### config.mk
export PLATFORM = sky130hd
export DESIGN_NAME = isp_bank
export DESIGN_NICKNAME = d
export VERILOG_FILES = /design/src/shared/isp_pkg.sv /design/src/core/isp_bank.sv
export SDC_FILE = /design/constraint.sdc
export NUM_CORES = 1
export LEC_CHECK = 0
export BUFFER_PORTS_ARGS = -buffer_cell sky130_fd_sc_hd__buf_2
export CAP_MARGIN = 25
export CORE_MARGIN = 8
export CORE_UTILIZATION = 30
export DETAILED_ROUTE_END_ITERATION = 6
export PLACE_DENSITY = 0.49
export SYNTH_ARGS = -nofsm -noshare
export SYNTH_HDL_FRONTEND = slang
export SYNTH_SLANG_ARGS = --single-unit
export TNS_END_PERCENT = 100
### constraint.sdc
create_clock -name clk_sys -period 2.3 [get_ports clk_sys]
set_input_delay 0.46 -clock clk_sys [delete_from_list [all_inputs] [get_ports clk_sys]]
set_output_delay 0.46 -clock clk_sys [all_outputs]
set_load 0.03 [all_outputs]
### src/shared/isp_pkg.sv
/*
 * isp_pkg: object indices, reset values, mode codes and capability bits of
 * the input synchronisation parameter bank.
 * assumes: the mailbox object directory delivers index/subindex accesses.
 */
package isp_pkg;
    // object indices (upper 16 bits) and subindices
    localparam logic [15:0] IDX_SYNC    = 16'h1C33;
    localparam logic [15:0] IDX_PROFILE = 16'hF000;
    localparam logic [15:0] IDX_CODE    = 16'hF008;
    localparam logic [7:0]  SUB_COUNT   = 8'h00;
    localparam logic [7:0]  SUB_MODE    = 8'h01;
    localparam logic [7:0]  SUB_PERIOD  = 8'h02;
    localparam logic [7:0]  SUB_SHIFT   = 8'h03;
    localparam logic [7:0]  SUB_CAPS    = 8'h04;
    localparam logic [7:0]  SUB_MINPER  = 8'h05;
    localparam logic [7:0]  SUB_READY   = 8'h06;
    localparam logic [7:0]  SUB_MINDLY  = 8'h07;
    localparam logic [7:0]  SUB_CMD     = 8'h08;
    localparam logic [7:0]  SUB_MAXDLY  = 8'h09;
    localparam logic [7:0]  SUB_MISSED  = 8'h0B;
    localparam logic [7:0]  SUB_OVERRUN = 8'h0C;
    localparam logic [7:0]  SUB_SHORT   = 8'h0D;
    localparam logic [7:0]  SUB_FAULT   = 8'h20;
    localparam logic [7:0]  SUB_SPACING = 8'h01;
    localparam logic [7:0]  SUB_CHCOUNT = 8'h02;
    // reset values and constants
    localparam logic [7:0]  RST_ENTRY_COUNT   = 8'h20;
    localparam logic [15:0] RST_MODE          = 16'h0001;
    localparam logic [31:0] RST_PERIOD        = 32'h000F4240;
    localparam logic [31:0] RST_MIN_PERIOD    = 32'h000186A0;
    localparam logic [15:0] RST_CAPS          = 16'h0002;
    localparam logic [7:0]  RST_PROFILE_COUNT = 8'h02;
    localparam logic [15:0] RST_SPACING       = 16'h0010;
    localparam logic [15:0] RST_CHANNELS      = 16'h0010;
    localparam logic [31:0] LOCK_CODE         = 32'h12345678;
    // capability bit positions
    localparam int CAP_FREE_BIT    = 0;
    localparam int CAP_BUF_BIT     = 1;
    localparam int CAP_DC_LSB      = 2;
    localparam int CAP_SHIFT_LSB   = 4;
    localparam int CAP_DYNAMIC_BIT = 14;
    localparam logic [1:0] CAP_DC_YES      = 2'h1;
    localparam logic [1:0] CAP_SHIFT_LOCAL = 2'h1;
    localparam logic [1:0] CAP_SHIFT_SYNC1 = 2'h2;
    localparam logic [7:0] REV_DYN_LO = 8'h11;
    localparam logic [7:0] REV_DYN_HI = 8'h19;
    // mode codes
    localparam logic [15:0] MODE_FREE  = 16'h0000;
    localparam logic [15:0] MODE_INBUF = 16'h0001;
    localparam logic [15:0] MODE_SYNC0 = 16'h0002;
    localparam logic [15:0] MODE_SYNC1 = 16'h0003;
    localparam logic [15:0] MODE_OUTBUF= 16'h0022;
    typedef enum logic [2:0] {ISP_FREE, ISP_INBUF, ISP_SYNC0, ISP_SYNC1, ISP_OUTBUF, ISP_BAD} isp_mode_e;
endpackage

### src/core/isp_bank.sv
/*
 * isp_bank: input synchronisation parameter objects of the output terminal,
 * timing measurement, diagnostic counters and persistence lock.
 * assumes: one-cycle access strobes from the mailbox object directory; timing
 * events arrive as synchronous one-cycle pulses with times already in ns.
 */
// Contract
// - mode codes 0,1,2,3,34 select synchronisation
// - report sync0-to-sample delay, dc only
// - capability bits: free, buffer, dc, shift; free bit 0 is never set
// - bit 14 dynamic times, revisions 17-25
// - report sample-to-ready time, dc only
// - report max sync1-to-sample delay, dc only
// - code 0x12345678 suspends persistent storage
// - other code or restart leaves suspension
// - profile spacing 16, channel count 16
// - command 1 starts, 0 stops max measurement
// - count missed, overrun, short-shift while operational; missed and short-shift only in dc mode
// - sync fault flag for last cycle, dc
`timescale 1ns/1ps
module isp_bank
    import isp_pkg::*;
#(
    parameter logic [7:0] HW_REVISION = 8'h11,
    parameter bit         DC_CAPABLE  = 1'b0,
    parameter bit         SHIFT_SYNC1 = 1'b1
) (
    // clock and reset
    input  wire logic        clk_sys,
    input  wire logic        reset,
    // object access
    input  wire logic        obj_rd,
    input  wire logic        obj_wr,
    input  wire logic [15:0] obj_index,
    input  wire logic [7:0]  obj_sub,
    input  wire logic [31:0] obj_wdata,
    output logic [31:0]      obj_rdata,
    output logic             obj_ack,
    output logic             obj_err,
    // timing events
    input  wire logic        operational,
    input  wire logic        cycle_done,
    input  wire logic [31:0] meas_shift_ns,
    input  wire logic [31:0] meas_ready_ns,
    input  wire logic [31:0] meas_max_dly_ns,
    input  wire logic        evt_missed,
    input  wire logic        evt_overrun,
    input  wire logic        evt_short,
    input  wire logic        cycle_sync_bad,
    // status
    output isp_pkg::isp_mode_e active_mode,
    output logic             suspend_param_persistence
);
    import isp_pkg::*;

    typedef struct packed {
        logic [15:0] mode;
        logic [31:0] period;
        logic [15:0] cmd;
        logic [31:0] shift;
        logic [31:0] ready;
        logic [31:0] maxdly;
        logic [15:0] missed;
        logic [15:0] overrun;
        logic [15:0] short_cnt;
        logic        fault;
        logic [31:0] code;
        logic        suspend;
        logic [31:0] rdata;
        logic        ack;
        logic        err;
    } isp_state_s;

    isp_state_s st;
    isp_state_s next_st;

    function automatic isp_mode_e decode_mode(input logic [15:0] m);
        unique case (m)
            MODE_FREE:   decode_mode = ISP_FREE;
            MODE_INBUF:  decode_mode = ISP_INBUF;
            MODE_SYNC0:  decode_mode = ISP_SYNC0;
            MODE_SYNC1:  decode_mode = ISP_SYNC1;
            MODE_OUTBUF: decode_mode = ISP_OUTBUF;
            default:     decode_mode = ISP_BAD;
        endcase
    endfunction

    function automatic logic [15:0] caps_word();
        logic [15:0] c;
        c = '0;
        c[CAP_BUF_BIT] = 1'b1;
        if (DC_CAPABLE) begin
            c[CAP_DC_LSB +: 2]    = CAP_DC_YES;
            c[CAP_SHIFT_LSB +: 2] = SHIFT_SYNC1 ? CAP_SHIFT_SYNC1 : CAP_SHIFT_LOCAL;
        end
        if (HW_REVISION >= REV_DYN_LO && HW_REVISION <= REV_DYN_HI) begin
            c[CAP_DYNAMIC_BIT] = 1'b1;
        end
        return c;
    endfunction

    isp_mode_e mode_now;
    logic      dc_mode;
    logic      measuring;
    logic      wr_ok;
    logic      hit_sync;
    logic      hit_prof;
    logic      hit_code;

    assign mode_now  = decode_mode(st.mode);
    assign dc_mode   = (mode_now == ISP_SYNC0) || (mode_now == ISP_SYNC1);
    assign measuring = (st.cmd == 16'h0001);
    assign hit_sync  = (obj_index == IDX_SYNC);
    assign hit_prof  = (obj_index == IDX_PROFILE);
    assign hit_code  = (obj_index == IDX_CODE) && (obj_sub == SUB_COUNT);

    always_comb begin
        next_st     = st;
        next_st.ack = 1'b0;
        next_st.err = 1'b0;
        wr_ok       = 1'b0;

        // measurement: running maxima in dc mode only
        if (cycle_done && measuring && dc_mode) begin
            if (meas_shift_ns > st.shift) begin
                next_st.shift = meas_shift_ns;
            end
            if (meas_ready_ns > st.ready) begin
                next_st.ready = meas_ready_ns;
            end
            if (meas_max_dly_ns > st.maxdly) begin
                next_st.maxdly = meas_max_dly_ns;
            end
        end
        if (cycle_done) begin
            next_st.fault = dc_mode && cycle_sync_bad;
        end

        // counters saturate rather than wrap, so a count never looks small
        if (operational && evt_missed && dc_mode && st.missed != 16'hFFFF) begin
            next_st.missed = st.missed + 16'h0001;
        end
        if (operational && evt_overrun && st.overrun != 16'hFFFF) begin
            next_st.overrun = st.overrun + 16'h0001;
        end
        if (operational && evt_short && dc_mode && st.short_cnt != 16'hFFFF) begin
            next_st.short_cnt = st.short_cnt + 16'h0001;
        end

        if (obj_wr) begin
            next_st.ack = 1'b1;
            if (hit_sync && obj_sub == SUB_MODE) begin
                wr_ok = 1'b1;
                next_st.mode = obj_wdata[15:0];
            end else if (hit_sync && obj_sub == SUB_PERIOD) begin
                wr_ok = 1'b1;
                next_st.period = obj_wdata;
            end else if (hit_sync && obj_sub == SUB_CMD) begin
                wr_ok = 1'b1;
                next_st.cmd = obj_wdata[15:0];
                if (obj_wdata[15:0] == 16'h0001) begin
                    next_st.shift  = '0;
                    next_st.ready  = '0;
                    next_st.maxdly = '0;
                end
            end else if (hit_code) begin
                wr_ok = 1'b1;
                next_st.code    = obj_wdata;
                next_st.suspend = (obj_wdata == LOCK_CODE);
            end
            next_st.err = !wr_ok;
        end else if (obj_rd) begin
            next_st.ack   = 1'b1;
            next_st.rdata = '0;
            if (hit_sync) begin
                unique case (obj_sub)
                    SUB_COUNT:   next_st.rdata = {24'h0, RST_ENTRY_COUNT};
                    SUB_MODE:    next_st.rdata = {16'h0, st.mode};
                    SUB_PERIOD:  next_st.rdata = st.period;
                    SUB_SHIFT:   next_st.rdata = st.shift;
                    SUB_CAPS:    next_st.rdata = {16'h0, caps_word()};
                    SUB_MINPER:  next_st.rdata = RST_MIN_PERIOD;
                    SUB_READY:   next_st.rdata = st.ready;
                    SUB_MINDLY:  next_st.rdata = 32'h0;
                    SUB_CMD:     next_st.rdata = {16'h0, st.cmd};
                    SUB_MAXDLY:  next_st.rdata = st.maxdly;
                    SUB_MISSED:  next_st.rdata = {16'h0, st.missed};
                    SUB_OVERRUN: next_st.rdata = {16'h0, st.overrun};
                    SUB_SHORT:   next_st.rdata = {16'h0, st.short_cnt};
                    SUB_FAULT:   next_st.rdata = {31'h0, st.fault};
                    default:     next_st.err   = 1'b1;
                endcase
            end else if (hit_prof) begin
                unique case (obj_sub)
                    SUB_COUNT:   next_st.rdata = {24'h0, RST_PROFILE_COUNT};
                    SUB_SPACING: next_st.rdata = {16'h0, RST_SPACING};
                    SUB_CHCOUNT: next_st.rdata = {16'h0, RST_CHANNELS};
                    default:     next_st.err   = 1'b1;
                endcase
            end else if (hit_code) begin
                next_st.rdata = st.code;
            end else begin
                next_st.err = 1'b1;
            end
        end
    end

    always_ff @(posedge clk_sys) begin
        if (reset) begin
            st         <= '0;
            st.mode    <= RST_MODE;
            st.period  <= RST_PERIOD;
            st.suspend <= 1'b0;
        end else begin
            st <= next_st;
        end
    end

    assign obj_rdata                 = st.rdata;
    assign obj_ack                   = st.ack;
    assign obj_err                   = st.err;
    assign active_mode               = mode_now;
    assign suspend_param_persistence = st.suspend;

    a_lock_code: assert property (@(posedge clk_sys) disable iff (reset)
        obj_wr && hit_code && obj_wdata == LOCK_CODE |=> suspend_param_persistence)
        else $error("lock code did not suspend persistence");
    a_lock_leave: assert property (@(posedge clk_sys) disable iff (reset)
        obj_wr && hit_code && obj_wdata != LOCK_CODE |=> !suspend_param_persistence)
        else $error("suspension kept after code change");
    a_ro_reject: assert property (@(posedge clk_sys) disable iff (reset)
        obj_wr && hit_sync && obj_sub == SUB_SHIFT && !cycle_done |=> obj_err && $stable(st.shift))
        else $error("read-only write not rejected");
    a_meas_reset: assert property (@(posedge clk_sys) disable iff (reset)
        obj_wr && hit_sync && obj_sub == SUB_CMD && obj_wdata[15:0] == 16'h0001
        |=> st.shift == 32'h0 && st.maxdly == 32'h0)
        else $error("measurement start did not clear maxima");
    a_meas_stop: assert property (@(posedge clk_sys) disable iff (reset)
        !measuring && !(obj_wr && hit_sync) |=> $stable(st.shift))
        else $error("shift time moved while stopped");
    a_ready_max: assert property (@(posedge clk_sys) disable iff (reset)
        !(obj_wr && hit_sync) |=> st.ready >= $past(st.ready))
        else $error("ready latency decreased");
    a_max_dly: assert property (@(posedge clk_sys) disable iff (reset)
        cycle_done && measuring && dc_mode && !obj_wr |=> st.maxdly >= $past(meas_max_dly_ns))
        else $error("max delay not captured");
    a_fault_dc: assert property (@(posedge clk_sys) disable iff (reset)
        cycle_done && !dc_mode |=> !st.fault)
        else $error("sync fault outside dc mode");
    a_overrun_cnt: assert property (@(posedge clk_sys) disable iff (reset)
        operational && evt_overrun && st.overrun < 16'hFFFF && !obj_wr
        |=> st.overrun == $past(st.overrun) + 16'h0001)
        else $error("overrun not counted");
    a_profile: assert property (@(posedge clk_sys) disable iff (reset)
        obj_rd && !obj_wr && hit_prof && obj_sub == SUB_SPACING |=> obj_rdata == 32'h00000010)
        else $error("channel spacing wrong");
    a_mode_map: assert property (@(posedge clk_sys) disable iff (reset)
        st.mode == MODE_OUTBUF |-> active_mode == ISP_OUTBUF)
        else $error("mode 34 not decoded");
    a_caps_buf: assert property (@(posedge clk_sys) disable iff (reset)
        obj_rd && !obj_wr && hit_sync && obj_sub == SUB_CAPS |=> obj_rdata[1] && !obj_rdata[0])
        else $error("capability word wrong");
    a_caps_dyn: assert property (@(posedge clk_sys) disable iff (reset)
        obj_rd && !obj_wr && hit_sync && obj_sub == SUB_CAPS
        |=> obj_rdata[14] == (HW_REVISION >= REV_DYN_LO && HW_REVISION <= REV_DYN_HI))
        else $error("dynamic-times bit wrong");
    a_missed_cnt: assert property (@(posedge clk_sys) disable iff (reset)
        operational && evt_missed && dc_mode && st.missed < 16'hFFFF
        |=> st.missed == $past(st.missed) + 16'h0001)
        else $error("missed event not counted");
    a_short_cnt: assert property (@(posedge clk_sys) disable iff (reset)
        operational && evt_short && dc_mode && st.short_cnt < 16'hFFFF
        |=> st.short_cnt == $past(st.short_cnt) + 16'h0001)
        else $error("short shift not counted");
    a_count_gate: assert property (@(posedge clk_sys) disable iff (reset)
        !operational
        |=> $stable(st.missed) && $stable(st.overrun) && $stable(st.short_cnt))
        else $error("counter moved while not operational");
    a_fault_set: assert property (@(posedge clk_sys) disable iff (reset)
        cycle_done && dc_mode && cycle_sync_bad |=> st.fault)
        else $error("sync fault not flagged");
    a_shift_cap: assert property (@(posedge clk_sys) disable iff (reset)
        cycle_done && measuring && dc_mode && !obj_wr |=> st.shift >= $past(meas_shift_ns))
        else $error("shift time not captured");
    a_ready_cap: assert property (@(posedge clk_sys) disable iff (reset)
        cycle_done && measuring && dc_mode && !obj_wr |=> st.ready >= $past(meas_ready_ns))
        else $error("ready latency not captured");
    a_cmd_stop: assert property (@(posedge clk_sys) disable iff (reset)
        obj_wr && hit_sync && obj_sub == SUB_CMD && obj_wdata[15:0] == 16'h0000 |=> !measuring)
        else $error("measurement not stopped");
    a_chan_count: assert property (@(posedge clk_sys) disable iff (reset)
        obj_rd && !obj_wr && hit_prof && obj_sub == SUB_CHCOUNT |=> obj_rdata == 32'h00000010)
        else $error("channel count wrong");
    a_ro_prof: assert property (@(posedge clk_sys) disable iff (reset)
        obj_wr && hit_prof |=> obj_err)
        else $error("profile write not rejected");
    a_caps_dc: assert property (@(posedge clk_sys) disable iff (reset)
        obj_rd && !obj_wr && hit_sync && obj_sub == SUB_CAPS |=> obj_rdata[3:2] == (DC_CAPABLE ? CAP_DC_YES : 2'h0))
        else $error("dc capability bits wrong");
    a_caps_shift: assert property (@(posedge clk_sys) disable iff (reset)
        obj_rd && !obj_wr && hit_sync && obj_sub == SUB_CAPS
        |=> obj_rdata[5:4] == (DC_CAPABLE ? (SHIFT_SYNC1 ? CAP_SHIFT_SYNC1 : CAP_SHIFT_LOCAL) : 2'h0))
        else $error("input shift capability bits wrong");
    a_lock_reset: assert property (@(posedge clk_sys)
        reset |=> !suspend_param_persistence)
        else $error("restart kept suspension");
endmodule

; ---- Word level (Yosys, flattened, before mapping)
; Index checks and enable logic that the tools add are counted.
[classes]
n_eq_ne = 28
order_cmp = 3
bitwise = 4
reduce_logical = 27
n_mux = 27
add_sub_neg = 3
[ops]
columns = operator, count
row1 = 96-bit 2-to-1 mux, 6
row2 = 32-bit one-hot mux with 13 select lines, 1
row3 = 32-bit 2-to-1 mux, 6
row4 = 32-bit greater-than comparator, 3
row5 = 16-bit by 1-bit adder with 16-bit output (second input constant), 3
row6 = 16-bit by 1-bit == test with 1-bit output (second input constant), 3
row7 = 16-bit != test (second input constant), 3
row8 = 8-bit by 4-bit == test with 1-bit output (second input constant), 5
row9 = 16-bit == test (second input constant), 2
row10 = 16-bit by 2-bit == test with 1-bit output (second input constant), 2
row11 = 32-bit by 29-bit == test with 1-bit output (second input constant), 1
row12 = 8-bit by 3-bit == test with 1-bit output (second input constant), 4
row13 = 16-bit by 13-bit == test with 1-bit output (second input constant), 1
row14 = 16-bit by 6-bit == test with 1-bit output (second input constant), 1
row15 = 8-bit by 2-bit == test with 1-bit output (second input constant), 2
row16 = 16-bit zero test, 1
row17 = 1-bit logical AND, 15
row18 = 3-bit one-hot mux with 5 select lines, 1
row19 = 14-bit OR reduction, 1
row20 = 1-bit 2-to-1 mux, 10
row21 = 5-bit one-hot mux with 2 select lines, 1
row22 = 8-bit by 1-bit == test with 1-bit output (second input constant), 1
row23 = 8-bit by 6-bit == test with 1-bit output (second input constant), 1
row24 = 8-bit zero test, 1
row25 = other kinds (11), 17
[word_totals]
in_bits = 162
reg_bits = 276
elab_cells = 107

; ---- Logic depth before layout (Yosys ltp)
; Gate-level depths: netlist of the first run.
[depth]
ltp_word = 11
mapped_depth = 10
ltp_nobuf = 8

; ---- Least setup slack after synthesis of the first run
; OpenSTA, ideal clock, no wires.
[synth_path]
path_type = input to register
from = input meas_max_dly_ns[1]
to = register st[117] (netlist bit)
slack_ps = -160
stages = 8
setup_time_ps = 72
arrival_time_ps = 2389
path_cell_list = ha_1 > nor2b_1 > o211ai_1 > a2111oi_0 > nor3_1 > o41ai_2 > buf_2 > mux2i_1
[synth_between]
elab_chain_cells = 8
[synth_lines]
columns = item, line_no
row1 = from (decl), isp_bank.sv:45  ; input wire logic [31:0] meas_max_dly_ns,
row2 = 32-bit greater-than comparator, isp_bank.sv:131  ; if (meas_max_dly_ns > st.maxdly) begin
row3 = 32-bit 2-to-1 mux *, isp_bank.sv:131
row4 = 96-bit 2-to-1 mux *, isp_bank.sv:124  ; if (cycle_done && measuring && dc_mode) begin
row5 = 96-bit 2-to-1 mux, isp_bank.sv:161  ; if (obj_wdata[15:0] == 16'h0001) begin
row6 = 96-bit 2-to-1 mux, isp_bank.sv:158  ; end else if (hit_sync && obj_sub == SUB_CMD) begin
row7 = 96-bit 2-to-1 mux, isp_bank.sv:155  ; end else if (hit_sync && obj_sub == SUB_PERIOD) begin
row8 = 96-bit 2-to-1 mux, isp_bank.sv:152  ; if (hit_sync && obj_sub == SUB_MODE) begin
row9 = 96-bit 2-to-1 mux *, isp_bank.sv:150  ; if (obj_wr) begin
row10 = to (signal assigned), isp_bank.sv:215  ; st <= next_st;
row11 = to (decl), isp_bank.sv:74  ; isp_state_s st;
; Mark *: on every way between the ends. The rest lies on a longest branch, timed or not.
; A chain may end at the register's enable or synchronous reset.

; ---- Worst setup path after layout of the first run
[layout_path]
from = register st[271] (netlist bit)
to = output active_mode[0]
[layout_between]
elab_chain_cells = 2
word_cells_on_any_way = 6
classes_between = 4 x eq/ne / 1 x mux / 1 x reduce/logical
[layout_lines]
columns = item, line_no
row1 = "16-bit by 6-bit == test with 1-bit output, or another cell as far along", isp_bank.sv:78  ; unique case (m)
row2 = 3-bit one-hot mux with 5 select lines *, isp_bank.sv:78
row3 = to (decl), isp_bank.sv:51  ; output isp_pkg::isp_mode_e active_mode,
; Marked as above.

==> reports/summary.md, run 1 <==
### Pwr
* **switching power total** 0.003083 W
* **Clk pwr share** 49.2%
* **Power Density** 545.9 nW/um^2
* **combinational share of power** 10.9%
* **Pwr Total** 0.01215 W
* **portion of total power attributed to sequential cells** 39.9%
* **Sw Share** 25.37%
* **worst supply voltage drop on vdd** 0.0004541 V
* **cell internal pwr** 0.009070 W
* **LEAKAGE** 8.421 nW

### Floorplanning
* **effective utilization at floorplan** 30.25%
* **die outline area** 60490 sq um
* **height of the chip** 246.0 um
* **DIE WIDTH** 246.0 um
* **CORE AREA** 52450 sq um
* **total I/O pin count** 200
* **number of rows created at floorplan** 84

### Clock tree
* **CTS tree** built
* **root buf cell** sky130_fd_sc_hd__clkbuf_16
* **# clock sinks** 276
* **latest clock arrival within the worst-skew pair** 550 ps
* **maximum number of buffers from clock root to sink** 3
* **H-tree depth** 2
* **CTS Buf Count** 36
* **clock transition at the register clock pins on the worst setup and hold paths after CTS** 60 ps

### Status
* **failing checks** negative setup slack
* **status** finished with violations

### Setup path
* **crit path capture type** output pin
* **critical path arrival** 1970 ps
* **crit path launch type** flip-flop
* **worst-path fanout max** 4
* **reg2reg start** st[275]$_SDFFE_PP0P_
* **Critical Path RT** 1840 ps
* **critical path class** reg -> out
* **Reg2Reg Depth** 10
* **worst setup slack for register-to-register paths** -120 ps
* **Critical R2R Capture** st[141]$_SDFF_PP0_

### Timing
* **measured slew at the worst slew-check pin** 742.2 ps
* **unrepaired setup endpoints after global routing** yes
* **min Tclk post-route** 2434 ps
* **count of final max-slew check failures** 0
* **Period Utilization, post-route** 105.8%
* **headroom to the max-slew limit** 49.87%
* **number of hold-slack violations in the final timing report** 0
* **Max Freq** 410.9 MHz
* **clock tree skew after final layout** 19.88 ps
* **worst setup margin** -133.6 ps
* **final number of setup-violating endpoints** 37

### Placement
* **number of buffers added on ports** 199
* **weighted congestion at the end of routability-driven global placement** 0.9239
* **placed instance area** 20030 sq um
* **HPWL after detailed placement** 53960 um

### Cells and area
* **synthesis-to-layout area growth** 40.34%
* **net count of the finished layout** 2681
* **share of cells above drive strength 1** 32.00%
* **fillers** 5189
* **number of antenna repair diodes** 0
* **final standard cell area without fillers** 22260 sq um

### Synthesis
* **Yosys warning count** 0
* **flip-flop and latch count after synthesis** 276
* **count of distinct cell types in the synthesized netlist** 68
* **Synth async-reset ratio** 0%
* **cell area after synthesis** 15860 sq um
* **flip-flop cell with the highest count after synthesis** sky130_fd_sc_hd__dfxtp_1
* **mean area per synthesized cell** 8.102 sq um
* **Syn Inst Count** 1958
* **total nets after synthesis** 2219
* **count of flip-flops with a built-in enable after synthesis** 0
* **sequential-to-total area share from yosys stat** 34.83%

### Global route
* **largest net degree at the start of global routing** 63
* **gr ovfl total** 0
* **total global-route track usage** 21.82%
* **number of antenna violations at the first check in global routing** 1
* **global-route wire length before repair** 100600 um
* **via count of the first global-routing pass** 16200

### Drt
* **DR iter-0 viols** 1188
* **DR vias** 16290
* **average via count per standard cell** 5.201
* **DR pass1 iterations** 5
* **Antenna Violating Nets Remaining** 0
* **average wire per cell in the routed design** 21.98 um
* **drc violations** 0
* **final routed wirelength across all metal layers** 68840 um

### Worst hold path
* **Hold WC Path Type** in -> reg
* **hold endpoint** obj_ack$_SDFF_PP0_
* **Hold Path Cell Cnt** 3
* **min-delay src** obj_rd

### Flow run
* **reported max-cap violation count** 0

[placed cells by master (no fill, tap or decap), types with 10 or more instances in the layout]
cell,Yosys,layout
sky130_fd_sc_hd__buf_12,0,28
sky130_fd_sc_hd__ha_1,99,70
sky130_fd_sc_hd__nand2_1,327,327
sky130_fd_sc_hd__nor4_2,0,10
sky130_fd_sc_hd__xor2_1,10,10
sky130_fd_sc_hd__nor3_1,50,47
sky130_fd_sc_hd__dfxtp_1,276,240
sky130_fd_sc_hd__a22oi_1,18,17
sky130_fd_sc_hd__mux2_2,11,11
sky130_fd_sc_hd__a211oi_1,20,19
sky130_fd_sc_hd__buf_4,38,338
sky130_fd_sc_hd__nor4_1,30,16
sky130_fd_sc_hd__nor2b_1,19,18
sky130_fd_sc_hd__a221oi_1,25,24
sky130_fd_sc_hd__o22ai_1,10,10
sky130_fd_sc_hd__buf_2,40,195
sky130_fd_sc_hd__inv_2,0,16
sky130_fd_sc_hd__nand3_1,67,64
sky130_fd_sc_hd__dfxtp_2,0,36
sky130_fd_sc_hd__o21ai_0,39,34
sky130_fd_sc_hd__mux2i_1,168,168
sky130_fd_sc_hd__inv_1,111,94
sky130_fd_sc_hd__nand2b_1,11,11
sky130_fd_sc_hd__a21oi_1,115,112
sky130_fd_sc_hd__a221o_1,13,13
sky130_fd_sc_hd__ha_4,0,29
sky130_fd_sc_hd__xnor2_1,26,26
sky130_fd_sc_hd__nor2_1,169,165
sky130_fd_sc_hd__nand4_1,43,43
sky130_fd_sc_hd__or3_1,10,10
sky130_fd_sc_hd__clkbuf_16,0,39
[kinds of logic after synthesis]
group,Yosys count,synth area share [%]
mux,179,11.38
flops,276,34.83
xor+xnor,36,1.988
simple gates,777,22.64
buf+inv,263,7.437
compound gates,328,13.91
fa+ha+maj,99,7.808
[cells in the mapped netlist (10+ instances only)]
library cell	number	area, sq um
sky130_fd_sc_hd__nor2b_1	19	118.9
sky130_fd_sc_hd__mux2i_1	168	1682
sky130_fd_sc_hd__xor2_1	10	87.58
sky130_fd_sc_hd__dfxtp_1	276	5525
sky130_fd_sc_hd__nor3_1	50	250.2
sky130_fd_sc_hd__buf_2	40	200.2
sky130_fd_sc_hd__clkbuf_1	68	255.2
sky130_fd_sc_hd__nand2_1	327	1227
sky130_fd_sc_hd__a21oi_1	115	575.6
sky130_fd_sc_hd__a221oi_1	25	219.0
sky130_fd_sc_hd__mux2_2	11	123.9
sky130_fd_sc_hd__o22ai_1	10	62.56
sky130_fd_sc_hd__a22oi_1	18	135.1
sky130_fd_sc_hd__xnor2_1	26	227.7
sky130_fd_sc_hd__or3_1	10	62.56
sky130_fd_sc_hd__nand3_1	67	335.3
sky130_fd_sc_hd__a221o_1	13	130.1
sky130_fd_sc_hd__ha_1	99	1239
sky130_fd_sc_hd__nand4_1	43	269.0
sky130_fd_sc_hd__a211oi_1	20	150.1
sky130_fd_sc_hd__nor2_1	169	634.4
sky130_fd_sc_hd__o21ai_0	39	195.2
sky130_fd_sc_hd__nor4_1	30	187.7
sky130_fd_sc_hd__buf_4	38	285.3
sky130_fd_sc_hd__inv_1	111	416.7
sky130_fd_sc_hd__nand2b_1	11	68.82
[area by class of cell]
| type | instances | area, sq um | share of cell area (%) |
|---|---|---|---|
| multi-input cells | 1419 | 9871 | 44.34 |
| flip-flops and latches | 276 | 5570 | 25.02 |
| repair buffers | 575 | 4289 | 19.26 |
| clock buffers | 52 | 1084 | 4.867 |
| well taps | 688 | 860.8 | 3.866 |
| inverters | 112 | 422.9 | 1.900 |
| clock inverters | 10 | 166.4 | 0.7474 |
[metal layers]
metal | routed length, um | vias up | GRT usage (%) | part of all wire (%)
met1 | 29260 | 7862 | 26.99 | 43
met5 | 0 | - | 0 | 0
met3 | 3361 | 103 | 3.182 | 4.9
met2 | 33600 | 490 | 37.64 | 49
li1 | - | 7833 | - | -
met4 | 2621 | 0 | 8.798 | 3.8
[flip-flops by register name (all words and copies together) (netlist names)]
register,cells
obj_ack,1
obj_err,1
obj_rdata,32
st,241
suspend_param_persistence,1
[repair_timing]
| action | in CTS | in global routing |
|---|---|---|
| hold buffers | 0 | 0 |
| endpoints found under the setup margin | 100 | 167 |
| buffers inserted | 14 | 8 |
| endpoints found under the hold margin | 0 | 0 |
| resized for setup | 79 | 83 |
| gates cloned | 4 | 1 |
| pin swaps | 20 | 18 |
[through the flow]
step | utilization (%) | TNS [ps] | hold WS (ps) | setup WS, ps | std cells
3_3_place_gp | 38.19 | -70180 | 438.0 | -565.3 | 3047
3_5_place_dp | 38.19 | -82940 | 445.1 | -573.4 | 3047
6_report | 42.45 | -1926 | 165.8 | -133.6 | 3132
5_1_grt | 42.45 | -6709 | 168.7 | -192.3 | 3132
2_1_floorplan | - | -2905 | 431.5 | -68.46 | 1958
4_1_cts | 41.64 | -1177 | 145.2 | -151.6 | 3127
[power by group through the flow]
stage	registers [W]	logic (W)	clock network [W]
4_1_cts	0.00484	0.00129	0.00610
3_3_place_gp	0.00495	0.00124	0
3_5_place_dp	0.00495	0.00125	0
2_1_floorplan	0.00494	0.000611	0
6_report	0.00484	0.00133	0.00598
5_1_grt	0.00484	0.00143	0.00631
[worst max path at each step]
stage                               startpoint                         end  slack [ps]
after global placement              obj_sub[5]   obj_rdata[1]$_SDFFE_PP0P_        -570
after CTS                 st[271]$_SDFFE_PP0P_              active_mode[0]        -150
after floorplan               meas_ready_ns[1]          st[159]$_SDFF_PP0_         -70
final                     st[271]$_SDFFE_PP0P_              active_mode[0]        -130
after detailed placement          obj_index[2]  obj_rdata[11]$_SDFFE_PP0P_        -570
after global routing      st[271]$_SDFFE_PP0P_              active_mode[0]        -190
[critical path, cell delays in order, from the launching register on]
cell                      delay, ps
sky130_fd_sc_hd__dfxtp_2        330
sky130_fd_sc_hd__nor4_4         280
sky130_fd_sc_hd__buf_4          140
sky130_fd_sc_hd__nand4_1        200
sky130_fd_sc_hd__a211o_1        320
sky130_fd_sc_hd__buf_6          150
Power figures use the tool's default switching activity.
==> inputs of run 2 (changes only) <==
Settings changed: CORE_UTILIZATION 30 to 35, PLACE_DENSITY 0.49 to 0.56.
==> run 2 against run 1 <==
Net effect:
- the run still ends with negative setup slack left
- power grew 0.36%
- wire length decreased by 4.8%
- highest routed layer unchanged
- flip-flop and latch count did not move
- largest cell class unchanged
- die area is 13% lower
==> reports/summary.md, run 2 (synthesized netlist as in run 1, its figures left out) <==
### Timing
* **headroom to the max-slew limit** 48.63%, was 49.87%
* **Worst Hold Slack** 147.1 ps, was 165.8 ps
* **worst setup margin** -151.1 ps, was -133.6 ps
* **unrepaired setup endpoints after global routing** yes, unchanged
* **Max Freq** 408.0 MHz, was 410.9 MHz
* **Period Utilization, post-route** 106.6%, was 105.8%
* **final number of setup-violating endpoints** 62, was 37
* **count of final max-slew check failures** 0, unchanged
* **clock tree skew after final layout** 21.43 ps, was 19.88 ps
* **number of hold-slack violations in the final timing report** 0, unchanged
* **Fin Setup TNS** -4173 ps, was -1926 ps
* **measured slew at the worst slew-check pin** 760.6 ps, was 742.2 ps
* **min Tclk post-route** 2451 ps, was 2434 ps

### Pwr
* **Clk pwr share** 49.9%, was 49.2%
* **Sw Share** 24.99%, was 25.37%
* **cell internal pwr** 0.009148 W, was 0.009070 W
* **LEAKAGE** 8.188 nW, was 8.421 nW
* **Pwr Total** 0.01220 W, was 0.01215 W
* **worst supply voltage drop on vdd** 0.0004103 V, was 0.0004541 V
* **Power Density** 560.9 nW/um^2, was 545.9 nW/um^2
* **portion of total power attributed to sequential cells** 39.7%, was 39.9%
* **combinational share of power** 10.4%, was 10.9%
* **switching power total** 0.003048 W, was 0.003083 W

### Drt
* **DR iter-0 viols** 1090, was 1188
* **Antenna Violating Nets Remaining** 0, unchanged
* **DR pass1 iterations** 7, was 5
* **DR vias** 16210, was 16290
* **average via count per standard cell** 5.398, was 5.201
* **drc violations** 0, unchanged
* **average wire per cell in the routed design** 21.83 um, was 21.98 um
* **final routed wirelength across all metal layers** 65560 um, was 68840 um

### Clock tree
* **CTS tree** built, unchanged
* **CTS Buf Count** 35, was 36
* **H-tree depth** 2, unchanged
* **CTS Hold Bufs** 0, unchanged
* **# clock sinks** 276, unchanged
* **root buf cell** sky130_fd_sc_hd__clkbuf_16, unchanged
* **maximum number of buffers from clock root to sink** 3, unchanged
* **clock transition at the register clock pins on the worst setup and hold paths after CTS** 60 ps, about the same
* **latest clock arrival within the worst-skew pair** 560 ps, was 550 ps

### Global route
* **number of antenna violations at the first check in global routing** 0, was 1
* **largest net degree at the start of global routing** 120, was 63
* **layer with the highest usage** met2, unchanged
* **met1 usage in global routing** 29.62%, was 26.99%
* **met3 routing resource usage after global routing** 3.586%, was 3.182%
* **met2 usage** 40.50%, was 37.64%
* **total global-route track usage** 23.88%, was 21.82%
* **global-route wire length before repair** 98270 um, was 100600 um
* **via count of the first global-routing pass** 16300, was 16200
* **gr ovfl total** 0, unchanged

### Setup path
* **crit path launch type** flip-flop, unchanged
* **Critical Path RT** 1840 ps, about the same
* **critical path class** reg -> out, unchanged
* **worst-path fanout max** 3, was 4
* **critical path arrival** 1990 ps, was 1970 ps
* **crit path capture type** output pin, unchanged

### Floorplanning
* **effective utilization at floorplan** 35.18%, was 30.25%
* **number of rows created at floorplan** 78, was 84
* **DIE WIDTH** 228.9 um, was 246.0 um
* **die outline area** 52400 sq um, was 60490 sq um
* **CORE AREA** 45090 sq um, was 52450 sq um
* **total I/O pin count** 200, unchanged
* **height of the chip** 228.9 um, was 246.0 um

### Status
* **status** finished with violations, unchanged
* **failing checks** negative setup slack, unchanged

### Cells and area
* **number of flip-flops under the largest register name** 241, unchanged
* **synthesis-to-layout area growth** 37.07%, was 40.34%
* **net count of the finished layout** 2639, was 2681
* **number of antenna repair diodes** 0, unchanged
* **leading cell types in the layout, fill and taps excluded** sky130_fd_sc_hd__nand2_1 (326), sky130_fd_sc_hd__buf_4 (295), sky130_fd_sc_hd__dfxtp_1 (251), was sky130_fd_sc_hd__buf_4 (338), sky130_fd_sc_hd__nand2_1 (327), sky130_fd_sc_hd__dfxtp_1 (240)
* **share of cells above drive strength 1** 29.34%, was 32.00%
* **largest register by flop count** st, unchanged
* **leading cell type in the layout, fill and taps excluded** sky130_fd_sc_hd__nand2_1, was sky130_fd_sc_hd__buf_4

### Placement
* **weighted congestion at the end of routability-driven global placement** 0.9888, was 0.9239
* **HPWL after detailed placement** 50880 um, was 53960 um
* **number of buffers added on ports** 199, unchanged

### Flow run
* **reported max-cap violation count** 0, unchanged

### Worst hold path
* **Hold WC Path Type** in -> reg, unchanged

## run 2: cell types whose count changed in the layout (fill, tap and decap cells not counted), sizes merged
cell      before  now
bufinv         4    6
buf          574  531
clkbuf        53   51
inv          111  112
clkinvlp       2    1
clkinv         5    7
## run 2: layout make-up
type                       instances  area [sq um]
timing repair buffer             534          3973
tap                              600         750.7
fill                            4411         23340
clock inverter                    14         237.7
clock buffer                      48          1036
multi-input combinational       1419          9763
inverter                         112         420.4
sequential                       276          5564
## run 2: repair_timing
item	4_1_cts	5_1_grt
endpoints found under the setup margin	130	132
hold endpoints to repair	0	0
cloned	2	5
pin swaps	6	27
resized for setup	31	103
setup buffers	5	14
## run 2: worst paths after layout
path | start | end | slack [ps] | cells past startpoint
max reg2reg | st[131]$_SDFF_PP0_ | st[119]$_SDFF_PP0_ | -150 | 10
min reg2reg | st[37]$_SDFFE_PP0P_ | st[37]$_SDFFE_PP0P_ | 450 | 2
max | st[275]$_SDFFE_PP0P_ | active_mode[0] | -150 | 5
min | obj_wdata[17] | st[245]$_SDFFE_PP1P_ | 150 | 2
## run 2: metal layers
metal	wire [um]	vias to the layer above
met1	27580	7758
met3	3577	137
met5	0	-
met2	31450	575
li1	-	7739
met4	2945	0
## run 2: worst max-delay path, cell delays in order (launching register included)
cell	delay (ps)
sky130_fd_sc_hd__dfxtp_2	330
sky130_fd_sc_hd__nor4_4	340
sky130_fd_sc_hd__buf_4	170
sky130_fd_sc_hd__nand4_1	160
sky130_fd_sc_hd__a211o_1	290
sky130_fd_sc_hd__buf_6	150
## run 2: power by group through the flow
| stage | registers [W] | logic, W | clock network, W |
|---|---|---|---|
| finish | 0.00484 | 0.00127 | 0.00609 |
| global route | 0.00484 | 0.00137 | 0.00638 |
| CTS | 0.00484 | 0.00122 | 0.00619 |
| detailed placement | 0.00495 | 0.00121 | 0 |
| global placement | 0.00495 | 0.00120 | 0 |
| floorplan | 0.00494 | 0.000611 | 0 |
## run 2: through the flow
step | setup slack, ps | instances | util, % | area [sq um]
after CTS | -178.4 | 2988 | 46.71 | 21060
final | -151.1 | 3003 | 48.23 | 21740
after floorplan | -68.46 | 1958 | - | 15900
after global placement | -627.3 | 2919 | 43.44 | 19590
after detailed placement | -665.9 | 2919 | 43.44 | 19590
after global routing | -235.0 | 3003 | 48.23 | 21740
